### src/logic/cmbc_pkg.sv
// Package with constants for the CPU module bus control block
package cmbc_pkg;
    // Counter preset and decode points over a 10-count cycle of the 20 MHz oscillator
    localparam logic [3:0] CNT_PRESET   = 4'h6;   // Counts 6..15, wraps to preset
    localparam logic [3:0] CNT_LAST     = 4'hf;
    localparam logic [3:0] PH1_START    = 4'h6;   // Phase one high for 2 counts
    localparam logic [3:0] PH1_END      = 4'h7;
    localparam logic [3:0] PH2_START    = 4'h9;   // Phase two high for 5 counts
    localparam logic [3:0] PH2_END      = 4'hd;
    localparam logic [3:0] EARLY_PH1    = 4'h5;   // Unused slot never hit; see early decode
    localparam logic [3:0] EARLY_CNT    = 4'hf;   // Early phase one leads phase one by 1 count
    // Oscillator enable divider: 40 MHz reference halved to 20 MHz
    localparam int         OSC_DIV      = 2;
    localparam logic [0:0] OSC_DIV_LAST = 1'h1;
    // Status byte bit positions
    localparam int ST_IRQ_ACK_CMD = 0;
    localparam int ST_WO_N = 1;
    localparam int ST_STACK = 2;
    localparam int ST_HLTA = 3;
    localparam int ST_OUT  = 4;
    localparam int ST_M1   = 5;
    localparam int ST_INP  = 6;
    localparam int ST_MEMR = 7;
    localparam logic [7:0] STATUS_RST = 8'h00;
    // Power-on reset count; the processor is released once the counter reaches it
    localparam logic [3:0] POR_LAST   = 4'hf;
endpackage : cmbc_pkg

### src/logic/cmbc_status_latch.sv
// Eight-bit status latch loaded by the status load pulse
`timescale 1ns/1ps
module cmbc_status_latch (
    // Clock and reset
    input  wire logic       ref_clk,
    input  wire logic       sys_rst,
    // Load side
    input  wire logic       load,
    input  wire logic [7:0] din,
    // Latched status
    output logic      [7:0] status
);
    logic [7:0] status_q;
    logic [7:0] status_d;

    // Hold until next load
    always_comb begin
        status_d = status_q;
        if (load) begin
            status_d = din;
        end
    end

    always_ff @(posedge ref_clk) begin
        if (sys_rst) begin
            status_q <= cmbc_pkg::STATUS_RST;
        end else begin
            status_q <= status_d;
        end
    end

    assign status = status_q;
endmodule : cmbc_status_latch

### src/logic/cmbc_top.sv
// CPU module clock generator, data bus buffer and system control logic
`timescale 1ns/1ps
module cmbc_top (
    // Clock and reset
    input  wire logic       ref_clk,
    input  wire logic       sys_rst,
    // Processor clocks and timing
    output logic            phase_one,
    output logic            phase_two,
    output logic            early_phase_one,
    output logic            status_load_pulse,
    // Processor handshakes
    input  wire logic       cycle_begin,
    input  wire logic       read_window,
    input  wire logic       store_strobe_n,
    output logic            cpu_reset,
    // Processor-side data pins
    input  wire logic [7:0] cpu_data_in,
    output logic      [7:0] cpu_data_out,
    output logic            cpu_data_oe,
    // System-side data pins
    input  wire logic [7:0] sys_data_in,
    output logic      [7:0] sys_data_out,
    output logic            sys_data_oe,
    // DMA bus release
    input  wire logic       bus_release_n,
    // External requests and their synchronised forms
    input  wire logic       hold_req,
    input  wire logic       ready_req,
    output logic            hold_sync,
    output logic            ready_sync,
    // Single step
    input  wire logic       step_mode,
    input  wire logic       step_go,
    // Control bus commands, active low, then direction select and status bits
    output logic            mem_read_n,
    output logic            mem_write_n,
    output logic            port_read_n,
    output logic            port_write_n,
    output logic            irq_ack_cmd_n,
    output logic            direction_select,
    output logic            status_m1,
    output logic            status_stack
);
    // Oscillator enable and counter state
    logic        osc_q;
    logic        osc_d;
    logic [3:0]  cnt_q;
    logic [3:0]  cnt_d;
    logic        osc_en;
    // Clock outputs registered so they are glitch free
    logic        ph1_q;
    logic        ph1_d;
    logic        ph2_q;
    logic        ph2_d;
    logic        eph1_q;
    logic        eph1_d;
    logic        stb_q;
    logic        stb_d;
    // Request sync, reset and step state
    logic        hold_q;
    logic        hold_d;
    logic        rdy_q;
    logic        rdy_d;
    logic [3:0]  por_q;
    logic [3:0]  por_d;
    logic        step_arm_q;
    logic        step_arm_d;
    logic        step_prev_q;
    logic        step_prev_d;
    // Latched status and bus buffer state
    logic [7:0]  status;
    logic [7:0]  cpu_out_q;
    logic [7:0]  cpu_out_d;
    logic [7:0]  sys_out_q;
    logic [7:0]  sys_out_d;
    logic        cpu_oe_q;
    logic        cpu_oe_d;
    logic        sys_oe_q;
    logic        sys_oe_d;
    logic        mr_q;
    logic        mr_d;
    logic        mw_q;
    logic        mw_d;
    logic        pr_q;
    logic        pr_d;
    logic        pw_q;
    logic        pw_d;
    logic        ia_q;
    logic        ia_d;
    logic        bus_on;

    assign osc_en = (osc_q == cmbc_pkg::OSC_DIV_LAST);
    assign bus_on = !bus_release_n ? 1'b0 : 1'b1;

    // Oscillator divider and presettable counter
    always_comb begin
        osc_d = osc_q + 1'b1;
        cnt_d = cnt_q;
        if (osc_en) begin
            if (cnt_q == cmbc_pkg::CNT_LAST) begin
                cnt_d = cmbc_pkg::CNT_PRESET;
            end else begin
                cnt_d = cnt_q + 4'h1;
            end
        end
    end

    // Phase decode from disjoint count ranges, so the phases cannot overlap
    always_comb begin
        ph1_d  = (cnt_d >= cmbc_pkg::PH1_START) && (cnt_d <= cmbc_pkg::PH1_END);
        ph2_d  = (cnt_d >= cmbc_pkg::PH2_START) && (cnt_d <= cmbc_pkg::PH2_END);
        eph1_d = (cnt_d == cmbc_pkg::EARLY_CNT);
        stb_d  = eph1_d && cycle_begin && osc_en;
    end

    always_ff @(posedge ref_clk) begin
        if (sys_rst) begin
            osc_q  <= 1'b0;
            cnt_q  <= cmbc_pkg::CNT_PRESET;
            ph1_q  <= 1'b0;
            ph2_q  <= 1'b0;
            eph1_q <= 1'b0;
            stb_q  <= 1'b0;
        end else begin
            osc_q  <= osc_d;
            cnt_q  <= cnt_d;
            ph1_q  <= ph1_d;
            ph2_q  <= ph2_d;
            eph1_q <= eph1_d;
            stb_q  <= stb_d;
        end
    end

    // Requests sampled on the early phase-one edge so they settle before phase one
    always_comb begin
        hold_d      = hold_q;
        rdy_d       = rdy_q;
        step_arm_d  = step_arm_q;
        step_prev_d = step_go;
        por_d       = (por_q == cmbc_pkg::POR_LAST) ? por_q : por_q + 4'h1;
        if (eph1_d && !eph1_q) begin
            hold_d = hold_req;
            rdy_d  = ready_req && (!step_mode || step_arm_q);
            if (step_mode && cycle_begin) begin
                step_arm_d = 1'b0;   // One machine cycle per step request
            end
        end
        // A press on the consuming edge wins over the clear and serves the next cycle
        if (step_go && !step_prev_q) begin
            step_arm_d = 1'b1;
        end
    end

    always_ff @(posedge ref_clk) begin
        if (sys_rst) begin
            hold_q      <= 1'b0;
            rdy_q       <= 1'b0;
            por_q       <= 4'h0;
            step_arm_q  <= 1'b0;
            step_prev_q <= 1'b0;
        end else begin
            hold_q      <= hold_d;
            rdy_q       <= rdy_d;
            por_q       <= por_d;
            step_arm_q  <= step_arm_d;
            step_prev_q <= step_prev_d;
        end
    end

    // Status comes from the processor-side pins, ahead of the buffer
    cmbc_status_latch u_status (
        .ref_clk (ref_clk),
        .sys_rst (sys_rst),
        .load    (stb_d),
        .din     (cpu_data_in),
        .status  (status)
    );

    // Buffer direction and commands; enables and commands drop out during bus release
    always_comb begin
        cpu_oe_d  = bus_on && read_window;
        sys_oe_d  = bus_on && !read_window;
        cpu_out_d = sys_data_in;
        sys_out_d = cpu_data_in;
        mr_d = bus_on && read_window && status[cmbc_pkg::ST_MEMR];
        pr_d = bus_on && read_window && status[cmbc_pkg::ST_INP];
        ia_d = bus_on && read_window && status[cmbc_pkg::ST_IRQ_ACK_CMD];
        mw_d = bus_on && !store_strobe_n && !status[cmbc_pkg::ST_OUT];
        pw_d = bus_on && !store_strobe_n && status[cmbc_pkg::ST_OUT];
    end

    always_ff @(posedge ref_clk) begin
        if (sys_rst) begin
            cpu_out_q <= 8'h00;
            sys_out_q <= 8'h00;
            cpu_oe_q  <= 1'b0;
            sys_oe_q  <= 1'b0;
            mr_q      <= 1'b0;
            mw_q      <= 1'b0;
            pr_q      <= 1'b0;
            pw_q      <= 1'b0;
            ia_q      <= 1'b0;
        end else begin
            cpu_out_q <= cpu_out_d;
            sys_out_q <= sys_out_d;
            cpu_oe_q  <= cpu_oe_d;
            sys_oe_q  <= sys_oe_d;
            mr_q      <= mr_d;
            mw_q      <= mw_d;
            pr_q      <= pr_d;
            pw_q      <= pw_d;
            ia_q      <= ia_d;
        end
    end

    // Outputs; each command is registered on the same edge as the buffer enables
    assign phase_one         = ph1_q;
    assign phase_two         = ph2_q;
    assign early_phase_one   = eph1_q;
    assign status_load_pulse = stb_q;
    assign cpu_reset         = (por_q != cmbc_pkg::POR_LAST);
    assign hold_sync         = hold_q;
    assign ready_sync        = rdy_q;
    assign cpu_data_out      = cpu_out_q;
    assign cpu_data_oe       = cpu_oe_q;
    assign sys_data_out      = sys_out_q;
    assign sys_data_oe       = sys_oe_q;
    assign direction_select  = read_window;
    assign mem_read_n        = !mr_q;
    assign mem_write_n       = !mw_q;
    assign port_read_n       = !pr_q;
    assign port_write_n      = !pw_q;
    assign irq_ack_cmd_n     = !ia_q;
    assign status_m1         = status[cmbc_pkg::ST_M1];
    assign status_stack      = status[cmbc_pkg::ST_STACK];
endmodule : cmbc_top

### config.mk
export PLATFORM = sky130hd
export DESIGN_NAME = cmbc_top
export DESIGN_NICKNAME = d
export VERILOG_FILES = /design/src/logic/cmbc_pkg.sv /design/src/logic/cmbc_status_latch.sv /design/src/logic/cmbc_top.sv
export SDC_FILE = /design/constraint.sdc
export NUM_CORES = 1
export LEC_CHECK = 0
export ABC_CLOCK_PERIOD_IN_PS = 2100
export BUFFER_PORTS_ARGS = -buffer_cell sky130_fd_sc_hd__buf_2
export CAP_MARGIN = 20
export CORE_MARGIN = 8
export CORE_UTILIZATION = 48
export CTS_BUF_LIST = sky130_fd_sc_hd__clkbuf_8 sky130_fd_sc_hd__clkbuf_16
export CTS_CLUSTER_SIZE = 40
export DETAILED_ROUTE_END_ITERATION = 7
export PLACE_DENSITY = 0.76
export REMOVE_ABC_BUFFERS = 1
export SLEW_MARGIN = 20
export SYNTH_ARGS = -nofsm -noshare
export SYNTH_HDL_FRONTEND = slang
export SYNTH_SLANG_ARGS = --single-unit
### constraint.sdc
create_clock -name ref_clk -period 2.1 [get_ports ref_clk]
set_input_delay 0.21 -clock ref_clk [delete_from_list [all_inputs] [get_ports ref_clk]]
set_output_delay 0.21 -clock ref_clk [all_outputs]
set_load 0.01 [all_outputs]
* Word-level counts from Yosys, hierarchy flattened
Index checks and enable logic that the tools add are counted. Widths: inputs -> output; s select.
Cells by class: order comparisons 4, reductions and logical operators 31, multiplexer cells 6, add/subtract/negate cells 3, equal/unequal tests 4
Operator list (number):
- $logic_and 1x1->1 | 16
- $eq 4x4->1 const B | 3
- $logic_not 1->1 | 11
- $add 4x1->4 const B | 2
- $mux 4 | 2
- $ge 4x3->1 const B | 1
- $ge 4x4->1 const B | 1
- $le 4x3->1 const B | 1
- $le 4x4->1 const B | 1
- $mux 1 | 4
- $ne 4x4->1 const B | 1
- $reduce_bool 2->1 | 2
- $reduce_and 2->1 | 1
- $add 1x1->1 const B | 1
- $logic_or 1x1->1 | 1
Storage, ports and cells: input port bits 26, logic and storage cells 69, register bits after elaboration 48

* Longest topological paths before layout
Gate-level depths: netlist (run 1).
depth in word-level cells 7, depth in mapped cells 5

* By module
A second synthesis (run 1) with hierarchy kept.
Unflattened totals: cells, all modules 163, area, all modules 1696.6 um2
Modules (own cells, without submodules):
- cmbc_top | cells each 137, area each 1411.4 um2, times used 1, sequential area each 800.8 um2
- cmbc_status_latch | cells each 26, area each 285.3 um2, times used 1, sequential area each 160.2 um2

* Worst setup path before layout (run 1)
No wires, ideal clock.
path type flip-flop to flip-flop, start point register cnt_q[0], end point register rdy_q, in the netlist ready_sync, setup time 0.123 ns, required time 1.977 ns, stages on the path, launching flop included 6, period minus slack after synthesis 1.669 ns, data arrival time 1.546 ns, setup slack 0.431 ns, cells stage by stage dfxtp_1 > ha_1 > nand4b_1 > o22ai_1 > and2b_1 > mux2_1
On the way: longest elaborated chain between the ends 5, elaborated cells between the ends (all ways) 6, those cells by class add/sub: 1; eq/ne: 2; mux: 2; reduce/logical: 1
Ends and longest elaborated chain:
- start, declared | line cmbc_top.sv:48 | logic [3:0] cnt_q;
- start signal, assigned | line cmbc_top.sv:120 | cnt_q <= cmbc_pkg::CNT_PRESET;
- start signal, assigned | line cmbc_top.sv:127 | cnt_q <= cnt_d;
- $add 4x1->4 or $eq 4x4->1 (tied branches) | line cmbc_top.sv:104, cmbc_top.sv:101
- $mux 4 | line cmbc_top.sv:101 | if (cnt_q == cmbc_pkg::CNT_LAST) begin
- $mux 4 * | line cmbc_top.sv:100 | if (osc_en) begin
- $eq 4x4->1 * | line cmbc_top.sv:113 | eph1_d = (cnt_d == cmbc_pkg::EARLY_CNT);
- $logic_and 1x1->1 * | line cmbc_top.sv:142 | if (eph1_d && !eph1_q) begin
- end signal, assigned | line cmbc_top.sv:164 | rdy_q <= rdy_d;
- end, declared | line cmbc_top.sv:63 | logic rdy_q;
Every way passes the cells marked *; elsewhere a longest branch is shown, timed or not. A chain may end at the register's enable or synchronous reset.

* Final worst setup path (run 1)
Ends and elaborated chain as after synthesis.

==> reports/metrics.cfg, run 1 <==
[status]
run_status = finished clean

[sta]
worst_slew_pin_slew_ns = 0.548
slew_headroom = 0.635
final.setup_skew_ns = 0.00348
tns_ns = 0
finalHoldViolations = 0
timing.final.max_slew_violations = 0
final-setup-viol-count = 0
layout_min_cycle_time_ns = 1.82
post-route-period-util = 0.866
max_clock_freq_mhz = 550
worst_slack_ns = 0.281
grt_setup_unrepaired = false

[synthesis]
synth_ff_type = dfxtp_1
syn_warnings = 0
syn_area_per_cell_sq_um = 10.2
cells_after_synthesis = 162
synth-edff-count = 0
synthArstFlopShare = 0
synth_area_sq_um = 1650
seq_area_frac_synth = 0.559
synthDistinctLibCells = 40
postSynthRegisterBits = 46

[power_and_ir_drop]
switching_power_mw = 0.404
power.static_leakage_nw = 0.908
internal_power_mw = 1.22
combPwrFrac = 0.095
pwr_density_cell_nw_per_um2 = 784
power_frac_seq = 0.572
power.clock.fraction = 0.334
p_total_mw = 1.62
power.switching_fraction = 0.249
ir_drop_mv = 0.503

[clocking]
cts-root-to-sink-buffers = 2
clock_pin_slew_worst_setup_and_hold_paths_ns = 0.09
cts_num_sinks = 46
cts.repair_timing.setup_buffer_count = 0
clk-insertion-delay-late_ns = 0.29
cts.hold.buffers_added = 0
ctsResizeCount = 0
tritoncts = built
cts.htree.levels = 2
clock_root_buffer_master = clkbuf_8
cts_made_buffers = 5

[route]
antenna_viol_nets_final = 0
drt_first_iter_violations = 37
wl_per_cell_microns = 11.7
detail_route.first_pass.iterations = 4
num_vias = 1268
drc_errors = 0
vias_per_cell = 4.71
routed_wl_microns = 3160

[hold_path]
min_path_type = in2reg

[worst_setup_path]
worstSetupStartpointType = register
type_of_destination_of_the_critical_path = register
worst_ep_arrival_time_ns = 2.01
worst_ep_required_time_ns = 2.29
worst-path-max-fanout = 9
criticalPathCategory = reg2reg

[grt]
globalRoute.totalOverflow = 0
grt_pass1_wl_microns = 5170
grt_start_max_net_pins = 34
grt_util_all_layers = 0.118
grt_antenna_before_repair = 0
first_global_vias = 1168

[finish]
final_layout_size_suffix_gt1_frac = 0.345
layout.filler_cells = 292
antenna-diode-count = 0
area_delta_synth_final_pct = 25.6
final_cell_area_sq_um = 2070
net_count_of_the_finished_layout = 250

[die]
die-height_microns = 74.6
placementRows = 21
floorplan.io_pins = 59
core_area_sq_um = 3310
initial_core_util = 0.497
die_x_microns = 74.6
die-area_sq_um = 5560

[place]
replace_congestion = 0.793
place.detailed.hpwl_microns = 2420
placedInstanceArea_sq_um = 1980
dp_worst_setup_slack_ns = 0.304
io_buffers = 58

[flow_run]
max_cap_violations = 0

==> Yosys cell counts (2+ instances only) <==
cell type / n / area share
a21oi_1: 5 / 0.015
a31oi_1: 2 / 0.0076
and2_1: 3 / 0.011
buf_2: 3 / 0.0091
clkbuf_1: 3 / 0.0068
dfxtp_1: 46 / 0.56
ha_1: 2 / 0.015
inv_1: 8 / 0.018
mux2i_1: 8 / 0.049
nand2_1: 9 / 0.021
nand2b_1: 4 / 0.015
nand3_1: 2 / 0.0061
nor2_1: 9 / 0.021
nor2_2: 6 / 0.023
nor2b_1: 20 / 0.076
nor3_1: 5 / 0.015
nor3b_1: 2 / 0.0091
o21ai_0: 2 / 0.0061
o22ai_1: 2 / 0.0076
==> flip-flops by register name (all words and copies together) (netlist names) <==
signal and flops:
mw_q 1, por_q 4, phase_two 1, hold_sync 1, status_load_pulse 1, step_prev_q 1
pw_q 1, phase_one 1, mr_q 1, cnt_q 4, early_phase_one 1, u_status.status 6
step_arm_q 1, osc_en 1, sys_data_out 8, sys_data_oe 1, pr_q 1, cpu_data_out 8
ready_sync 1, cpu_data_oe 1, ia_q 1
==> power by group through the flow <==
stage               registers (mW)  clock network (mW)  logic [mW]
finish                       0.927               0.541       0.154
global route                 0.933               0.598       0.173
detailed placement           0.948                   0       0.156
CTS                          0.927               0.556       0.157
floorplan                    0.960                   0      0.0661
global placement             0.947                   0       0.154
==> path summary, 6_finish.rpt <==
kind	from	endpoint	slack (ns)	cells past startpoint
max	cnt_q[0]	ready_sync	0.28	5
min	store_strobe_n	mw_q	0.09	2
max reg2reg	cnt_q[0]	ready_sync	0.28	5
min reg2reg	u_status.status[4]	mw_q	0.45	1
==> metrics by stage <==
step           hold WS, ns   util  instances
4_1_cts             0.0825  0.625        269
5_1_grt             0.0740  0.625        269
2_1_floorplan        0.277      -        155
3_3_place_gp         0.398  0.597        261
6_report            0.0902  0.625        269
3_5_place_dp         0.400  0.597        261
==> layout by cell type (no fill, tap or decap), types with 3 or more instances in the layout <==
cell and n:
and2_1 3, dfxtp_1 46, buf_2 58, inv_1 8, nor2_1 9, clkbuf_8 5, nand2b_1 4, nand2_1 9
mux2i_1 8, nor2_2 6, a21oi_1 5, nor2b_1 20, nor3_1 5
==> final cells by class <==
class,instances,area (sq um),share of cell area
Clock inverter,3,23.8,0.0115
Tap cell,46,57.6,0.0278
Clock buffer,5,68.8,0.0333
Multi-Input combinational cell,101,662,0.320
Timing Repair Buffer,60,305,0.148
Inverter,8,30.0,0.0145
Sequential cell,46,921,0.445
==> logic make-up after synthesis <==
logic type | share of synthesized area
simple gates | 0.261
flops | 0.559
compound gates | 0.0547
buf+inv | 0.0388
mux | 0.0555
xor+xnor | 0.0152
fa+ha+maj | 0.0152
==> worst max-delay path, stage by stage, from the launching register on <==
cell and delay (ns):
dfxtp_1 0.48, ha_1 0.34, xnor2_2 0.16, o22ai_1 0.20
and2b_1 0.21, mux2_1 0.32
==> layer usage <==
| layer | up-vias | part of all wire | GRT usage |
|---|---|---|---|
| li1 | 656 | - | - |
| met1 | 566 | 0.45 | 0.136 |
| met2 | 42 | 0.44 | 0.188 |
| met3 | 4 | 0.10 | 0.0485 |
| met4 | 0 | 0.010 | 0.0478 |
| met5 | - | 0 | 0 |
(Power assumes the default switching activity.)
==> inputs of run 2 (changes only) <==
--- a/config.mk
+++ b/config.mk
@@ -5,7 +5,7 @@
 export SDC_FILE = /design/constraint.sdc
 export NUM_CORES = 1
 export LEC_CHECK = 0
-export ABC_CLOCK_PERIOD_IN_PS = 2100
+export ABC_CLOCK_PERIOD_IN_PS = 1700
 export BUFFER_PORTS_ARGS = -buffer_cell sky130_fd_sc_hd__buf_2
 export CAP_MARGIN = 20
 export CORE_MARGIN = 8
==> constraint.sdc (replaced) <==
create_clock -name ref_clk -period 1.7 [get_ports ref_clk]
set_input_delay 0.17 -clock ref_clk [delete_from_list [all_inputs] [get_ports ref_clk]]
set_output_delay 0.17 -clock ref_clk [all_outputs]
set_load 0.01 [all_outputs]
==> run 2 against run 1 <==
Net effect:
- flip-flop and latch count did not move
- final cell count rose by 2.6%
- core utilization is 2.0 points higher
- critical path depth rose by 2
- fmax up 13%
- total power up 22%
- die area unchanged
- clock power increased by 16%
- non-clock buffer count up 7
- register-to-register slack worse by 0.19 ns
- critical endpoint is now u_status.status[0]
- largest cell class unchanged
- largest power group unchanged
==> reports/metrics.cfg, run 2 (synthesis results as in run 1) <==
[route]
wl_per_cell_microns = 11.8  ; +0.71%
vias_per_cell = 4.66  ; -1.2%
routed_wl_microns = 3260  ; +3.3%
route.met3.wl_microns = 381  ; +16%
antenna_viol_nets_final = 0  ; unchanged
m1WireLength_microns = 1400  ; -0.78%
topRoutingLayerUsed = met4
routed-wl-met2_microns = 1410  ; +1.6%
num_vias = 1285  ; +1.3%
drc_errors = 0  ; unchanged
detail_route.first_pass.iterations = 4  ; unchanged
drt_first_iter_violations = 61  ; +65%

[die]
floorplan.io_pins = 59  ; unchanged
die-area_sq_um = 5560  ; unchanged
initial_core_util = 0.497  ; unchanged
die_x_microns = 74.6  ; unchanged
die-height_microns = 74.6  ; unchanged
placementRows = 21  ; unchanged
core_area_sq_um = 3310  ; unchanged

[power_and_ir_drop]
power.static_leakage_nw = 0.956  ; +5.2%
pwr_density_cell_nw_per_um2 = 925  ; +18%
power.clock.fraction = 0.317  ; -0.017
switching_power_mw = 0.470  ; +16%
power_frac_seq = 0.578  ; +0.006
internal_power_mw = 1.50  ; +23%
combPwrFrac = 0.105  ; +0.010
power.switching_fraction = 0.238  ; -0.0108
ir_drop_mv = 0.425  ; -15%

[worst_setup_path]
worst_ep_required_time_ns = 1.88  ; -0.41 ns
sum_of_buffers_and_inverters_on_the_critical_path = 2  ; +2
worstSetupStartpointType = register
largest_delay_share_family_worst_path = simple AND/OR/NAND/NOR gates
worst-path-max-fanout = 6  ; -3
slowest_delay_ns = 0.32  ; -0.16 ns
worst_ep_arrival_time_ns = 1.78  ; -0.23 ns
type_of_destination_of_the_critical_path = register
criticalPathCategory = reg2reg
timing.critical_path.slowest_stage_cell = dfxtp_1
path_cells = ha_1 -> nand4b_1 -> buf_4 -> nor3_4 -> buf_12 -> mux2i_1 -> nor2_2

[sta]
layout_min_cycle_time_ns = 1.61  ; -0.210 ns
tns_ns = 0  ; unchanged
timing.final.max_slew_violations = 0  ; unchanged
finalHoldViolations = 0  ; unchanged
worst_slew_pin_slew_ns = 0.554  ; +0.00630 ns
final.setup_skew_ns = 0.00668  ; +0.00320 ns
grt_setup_unrepaired = true
worst_slack_ns = 0.0903  ; -0.190 ns
worst_hold_slack_ns = 0.0406  ; -0.0496 ns
final-setup-viol-count = 0  ; unchanged
slew_headroom = 0.631  ; -0.00420
max_clock_freq_mhz = 621  ; +13%
post-route-period-util = 0.947  ; +0.0805

[clocking]
cts.hold.buffers_added = 0  ; unchanged
tritoncts = built
clk-insertion-delay-late_ns = 0.30  ; about the same
cts_num_sinks = 46  ; unchanged
clock_pin_slew_worst_setup_and_hold_paths_ns = 0.08  ; about the same
cts-root-to-sink-buffers = 2  ; unchanged
clock_root_buffer_master = clkbuf_8
cts.htree.levels = 2  ; unchanged
cts_made_buffers = 5  ; unchanged

[status]
run_status = finished clean

[finish]
area_delta_synth_final_pct = 29.6
antenna-diode-count = 0  ; unchanged
final_layout_size_suffix_gt1_frac = 0.365  ; +0.0199
final-seq-area_sq_um = 921  ; unchanged
most-common-layout-cells = 58 x buf_2, 46 x dfxtp_1, 20 x nor2b_1
final_common_cell = buf_2
net_count_of_the_finished_layout = 257  ; +2.8%
finish.cell_count_without_fillers = 276  ; +2.6%
layout.filler_cells = 287  ; -1.7%
multiInputGateArea_sq_um = 668  ; +0.95%

[grt]
grt_pass1_wl_microns = 5400  ; +4.4%
first_global_vias = 1236  ; +5.8%
grt_start_max_net_pins = 33  ; -2.9%
grt_antenna_before_repair = 0  ; unchanged
grt_util_all_layers = 0.125  ; +0.00743
globalRoute.totalOverflow = 0  ; unchanged

[place]
replace_congestion = 0.782  ; -1.4%
dp_worst_setup_slack_ns = 0.0280  ; -0.276 ns
place.detailed.instances = 267  ; +2.3%
io_buffers = 58  ; unchanged
place.detailed.hpwl_microns = 2460  ; +1.3%

[flow_run]
max_cap_violations = 0  ; unchanged

[hold_path]
min_path_type = in2reg

## run 2: changes by cell type in the layout (fill, tap and decap cells not counted)
| cell | delta |
|---|---|
| buf_4 | +6 |
| clkinvlp_4 | -2 |
| buf_12 | +1 |
| clkinv_2 | +1 |
| clkinv_4 | +1 |
| inv_1 | +1 |
| inv_6 | -1 |
| o22ai_1 | -1 |
| o22ai_2 | +1 |
## run 2: final timing paths
check / cells past startpoint / slack, ns / from / endpoint
hold / removal: 2 / 0.04 / store_strobe_n / pw_q
setup reg to reg: 7 / 0.09 / cnt_q[1] / u_status.status[0]
setup / recovery: 7 / 0.09 / cnt_q[1] / u_status.status[0]
hold reg to reg: 1 / 0.45 / u_status.status[4] / mw_q
## run 2: worst reg2reg max path, stage by stage (launching register included)
cell,delay (ns)
dfxtp_1,0.32
ha_1,0.30
nand4b_1,0.16
buf_4,0.18
nor3_4,0.14
buf_12,0.15
mux2i_1,0.21
nor2_2,0.04
## run 2: power groups by stage
stage	Combinational [mW]	Sequential [mW]	Clock [mW]
floorplan	0.0816	1.19	0
global placement	0.204	1.16	0
detailed placement	0.208	1.17	0
CTS	0.209	1.14	0.649
global route	0.235	1.15	0.701
finish	0.208	1.14	0.625
## run 2: layout make-up
class | count | share of cell area
multi-input combinational | 101 | 0.313
clock buffer | 5 | 0.0323
inverter | 8 | 0.0141
clock inverter | 3 | 0.00821
sequential | 46 | 0.432
tap | 46 | 0.0270
timing repair buffer | 67 | 0.174
## run 2: per-stage QoR
stage	utilization	power [mW]	area (sq um)
after floorplan	-	1.27	1610
after global placement	0.614	1.37	2030
after detailed placement	0.614	1.37	2030
after CTS	0.640	2.00	2120
after global routing	0.644	2.08	2130
final	0.644	1.97	2130
## run 2: layer usage
layer  vias up  global-route usage
met3         8              0.0485
li1        668                   -
met1       561               0.143
met2        48               0.195
met5         -                   0
met4         0              0.0717
## run 2: repair_timing
item | 4_1_cts | 5_1_grt
setup buffers | 0 | 1
setup endpoints to repair | 0 | 3
gates resized for setup | 0 | 1
==> inputs of run 3 (changes only) <==
--- a/config.mk
+++ b/config.mk
@@ -13,8 +13,9 @@
 export CTS_BUF_LIST = sky130_fd_sc_hd__clkbuf_8 sky130_fd_sc_hd__clkbuf_16
 export CTS_CLUSTER_SIZE = 40
 export DETAILED_ROUTE_END_ITERATION = 7
+export MAX_ROUTING_LAYER = met4
 export PLACE_DENSITY = 0.76
-export REMOVE_ABC_BUFFERS = 1
+export SKIP_LAST_GASP = 1
 export SLEW_MARGIN = 20
 export SYNTH_ARGS = -nofsm -noshare
 export SYNTH_HDL_FRONTEND = slang
==> run 3 against run 2 <==
Net effect:
- total power increased by 0.34%
- combinational power about the same
- clock skew down 0.0045 ns
- final cell count fell by 0.36%
- global-route usage decreased by 0.29 points
- via count decreased by 3.1%
- flip-flop and latch count stayed put
- routed wire length increased by 2.7%
- sequential share of layout area is 0.11 points lower
- core utilization rose by 0.34 points
- fmax is 1.8% lower
- critical path type unchanged
- critical endpoint is now ready_sync
==> reports/metrics.cfg, run 3 (synthesis results as in run 1) <==
[hold_path]
min_path_type = in2reg

[power_and_ir_drop]
ir_drop_mv = 0.539  ; +27%
power.static_leakage_nw = 0.952  ; -0.45%
pwr_density_cell_nw_per_um2 = 923  ; -0.19%

[sta]
final.setup_skew_ns = 0.00215  ; -0.00452 ns
max_clock_freq_mhz = 610  ; -1.8%
post-route-period-util = 0.964  ; +0.0175
timing.final.max_slew_violations = 0  ; unchanged
worst_slew_pin_slew_ns = 0.373  ; -0.181 ns
final-setup-viol-count = 0  ; unchanged
worst_hold_slack_ns = 0.0555  ; +0.0150 ns
finalHoldViolations = 0  ; unchanged
slew_headroom = 0.751  ; +0.120
layout_min_cycle_time_ns = 1.64  ; +0.0297 ns

[finish]
utilization = 0.648  ; +0.00340
most-common-layout-cells = 58 x buf_2, 44 x dfxtp_1, 20 x nor2b_1
antenna-diode-count = 0  ; unchanged
area_delta_synth_final_pct = 30.2
final_layout_size_suffix_gt1_frac = 0.380  ; +0.0147
final_common_cell = buf_2
final_cell_area_sq_um = 2140  ; +0.53%
net_count_of_the_finished_layout = 256  ; -0.39%

[clocking]
cts_num_sinks = 46  ; unchanged
cts_made_buffers = 5  ; unchanged
cts.hold.buffers_added = 0  ; unchanged
cts-root-to-sink-buffers = 2  ; unchanged
tritoncts = built
cts.htree.levels = 2  ; unchanged
clock_root_buffer_master = clkbuf_8
clk-insertion-delay-late_ns = 0.29  ; about the same
clock_pin_slew_worst_setup_and_hold_paths_ns = 0.08  ; about the same

[grt]
grt_pass1_wl_microns = 5050  ; -6.4%
grt_antenna_before_repair = 0  ; unchanged
grt_util_all_layers = 0.122  ; -0.00289
grt_start_max_net_pins = 18  ; -45%
first_global_vias = 1160  ; -6.1%
globalRoute.totalOverflow = 0  ; unchanged

[place]
place.detailed.hpwl_microns = 2580  ; +5.0%
placedInstanceArea_sq_um = 2030  ; unchanged
io_buffers = 58  ; unchanged
replace_congestion = 0.784  ; +0.17%

[flow_run]
max_cap_violations = 0  ; unchanged

[status]
run_status = finished clean

[die]
core_area_sq_um = 3310  ; unchanged
die-area_sq_um = 5560  ; unchanged
die-height_microns = 74.6  ; unchanged
initial_core_util = 0.497  ; unchanged
floorplan.io_pins = 59  ; unchanged
die_x_microns = 74.6  ; unchanged
placementRows = 21  ; unchanged

[route]
antenna_viol_nets_final = 0  ; unchanged
wl_per_cell_microns = 12.2  ; +3.0%
num_vias = 1245  ; -3.1%
detail_route.first_pass.iterations = 4  ; unchanged
routed_wl_microns = 3350  ; +2.7%
drc_errors = 0  ; unchanged
drt_first_iter_violations = 43  ; -30%
vias_per_cell = 4.53  ; -2.8%

[worst_setup_path]
worstSetupStartpointType = register
worst_ep_required_time_ns = 1.88  ; about the same
type_of_destination_of_the_critical_path = register
criticalPathCategory = reg2reg
worst_ep_arrival_time_ns = 1.82  ; +0.04 ns
worst-path-max-fanout = 3  ; -3

[synthesis]
syn_nets = 190

-- run 3: cell types whose count changed in the layout (fill, tap and decap cells not counted) --
cell	before	now
dfxtp_2	0	2
ha_1	2	1
mux2_1	1	0
ha_4	0	1
mux2_4	0	1
buf_4	8	7
dfxtp_1	46	44
-- run 3: layout make-up --
| class | count | area, sq um |
|---|---|---|
| fill | 295 | 1170 |
| sequential | 46 | 923 |
| multi-input combinational | 101 | 684 |
| timing repair buffer | 66 | 363 |
| clock buffer | 5 | 68.8 |
| tap | 46 | 57.6 |
| inverter | 8 | 30.0 |
| clock inverter | 3 | 17.5 |
-- run 3: path summary, 6_finish.rpt --
check | startpoint | to | slack, ns | cells past startpoint
max | cnt_q[1] | ready_sync | 0.06 | 5
min reg2reg | u_status.status[4] | mw_q | 0.46 | 1
min | store_strobe_n | pw_q | 0.06 | 2
max reg2reg | cnt_q[1] | ready_sync | 0.06 | 5
-- run 3: power by group --
part	internal [mW]	total [mW]	switching, mW
clock	0.284	0.626	0.342
sequential	1.12	1.14	0.0223
combinational	0.103	0.211	0.108
total	1.51	1.98	0.472
-- run 3: timing repair --
action / 4_1_cts / 5_1_grt
buffers inserted: 0 / 0
resized for setup: 0 / 5
endpoints found under the setup margin: 0 / 1
-- run 3: critical path, cell delays in order, from the launching register on --
cell	delay, ns
dfxtp_2	0.34
ha_4	0.27
nand4b_1	0.21
o22ai_2	0.23
and2b_1	0.18
mux2_4	0.30
-- run 3: stage by stage --
step	power [mW]	setup TNS [ns]	worst slack, ns	instances
after global routing	2.08	-0.00381	-0.00381	275
after global placement	1.37	0	0.0941	267
final	1.98	0	0.0606	275
after detailed placement	1.37	0	0.0548	267
after CTS	1.99	0	0.0325	275
after floorplan	1.28	0	0.0309	162
-- run 3: layer usage --
layer,vias up,global-route usage,wire (microns)
li1,667,-,-
met1,533,0.124,1430
met2,38,0.197,1500
met3,7,0.0539,356
met4,0,0.0587,56
met5,-,-,0
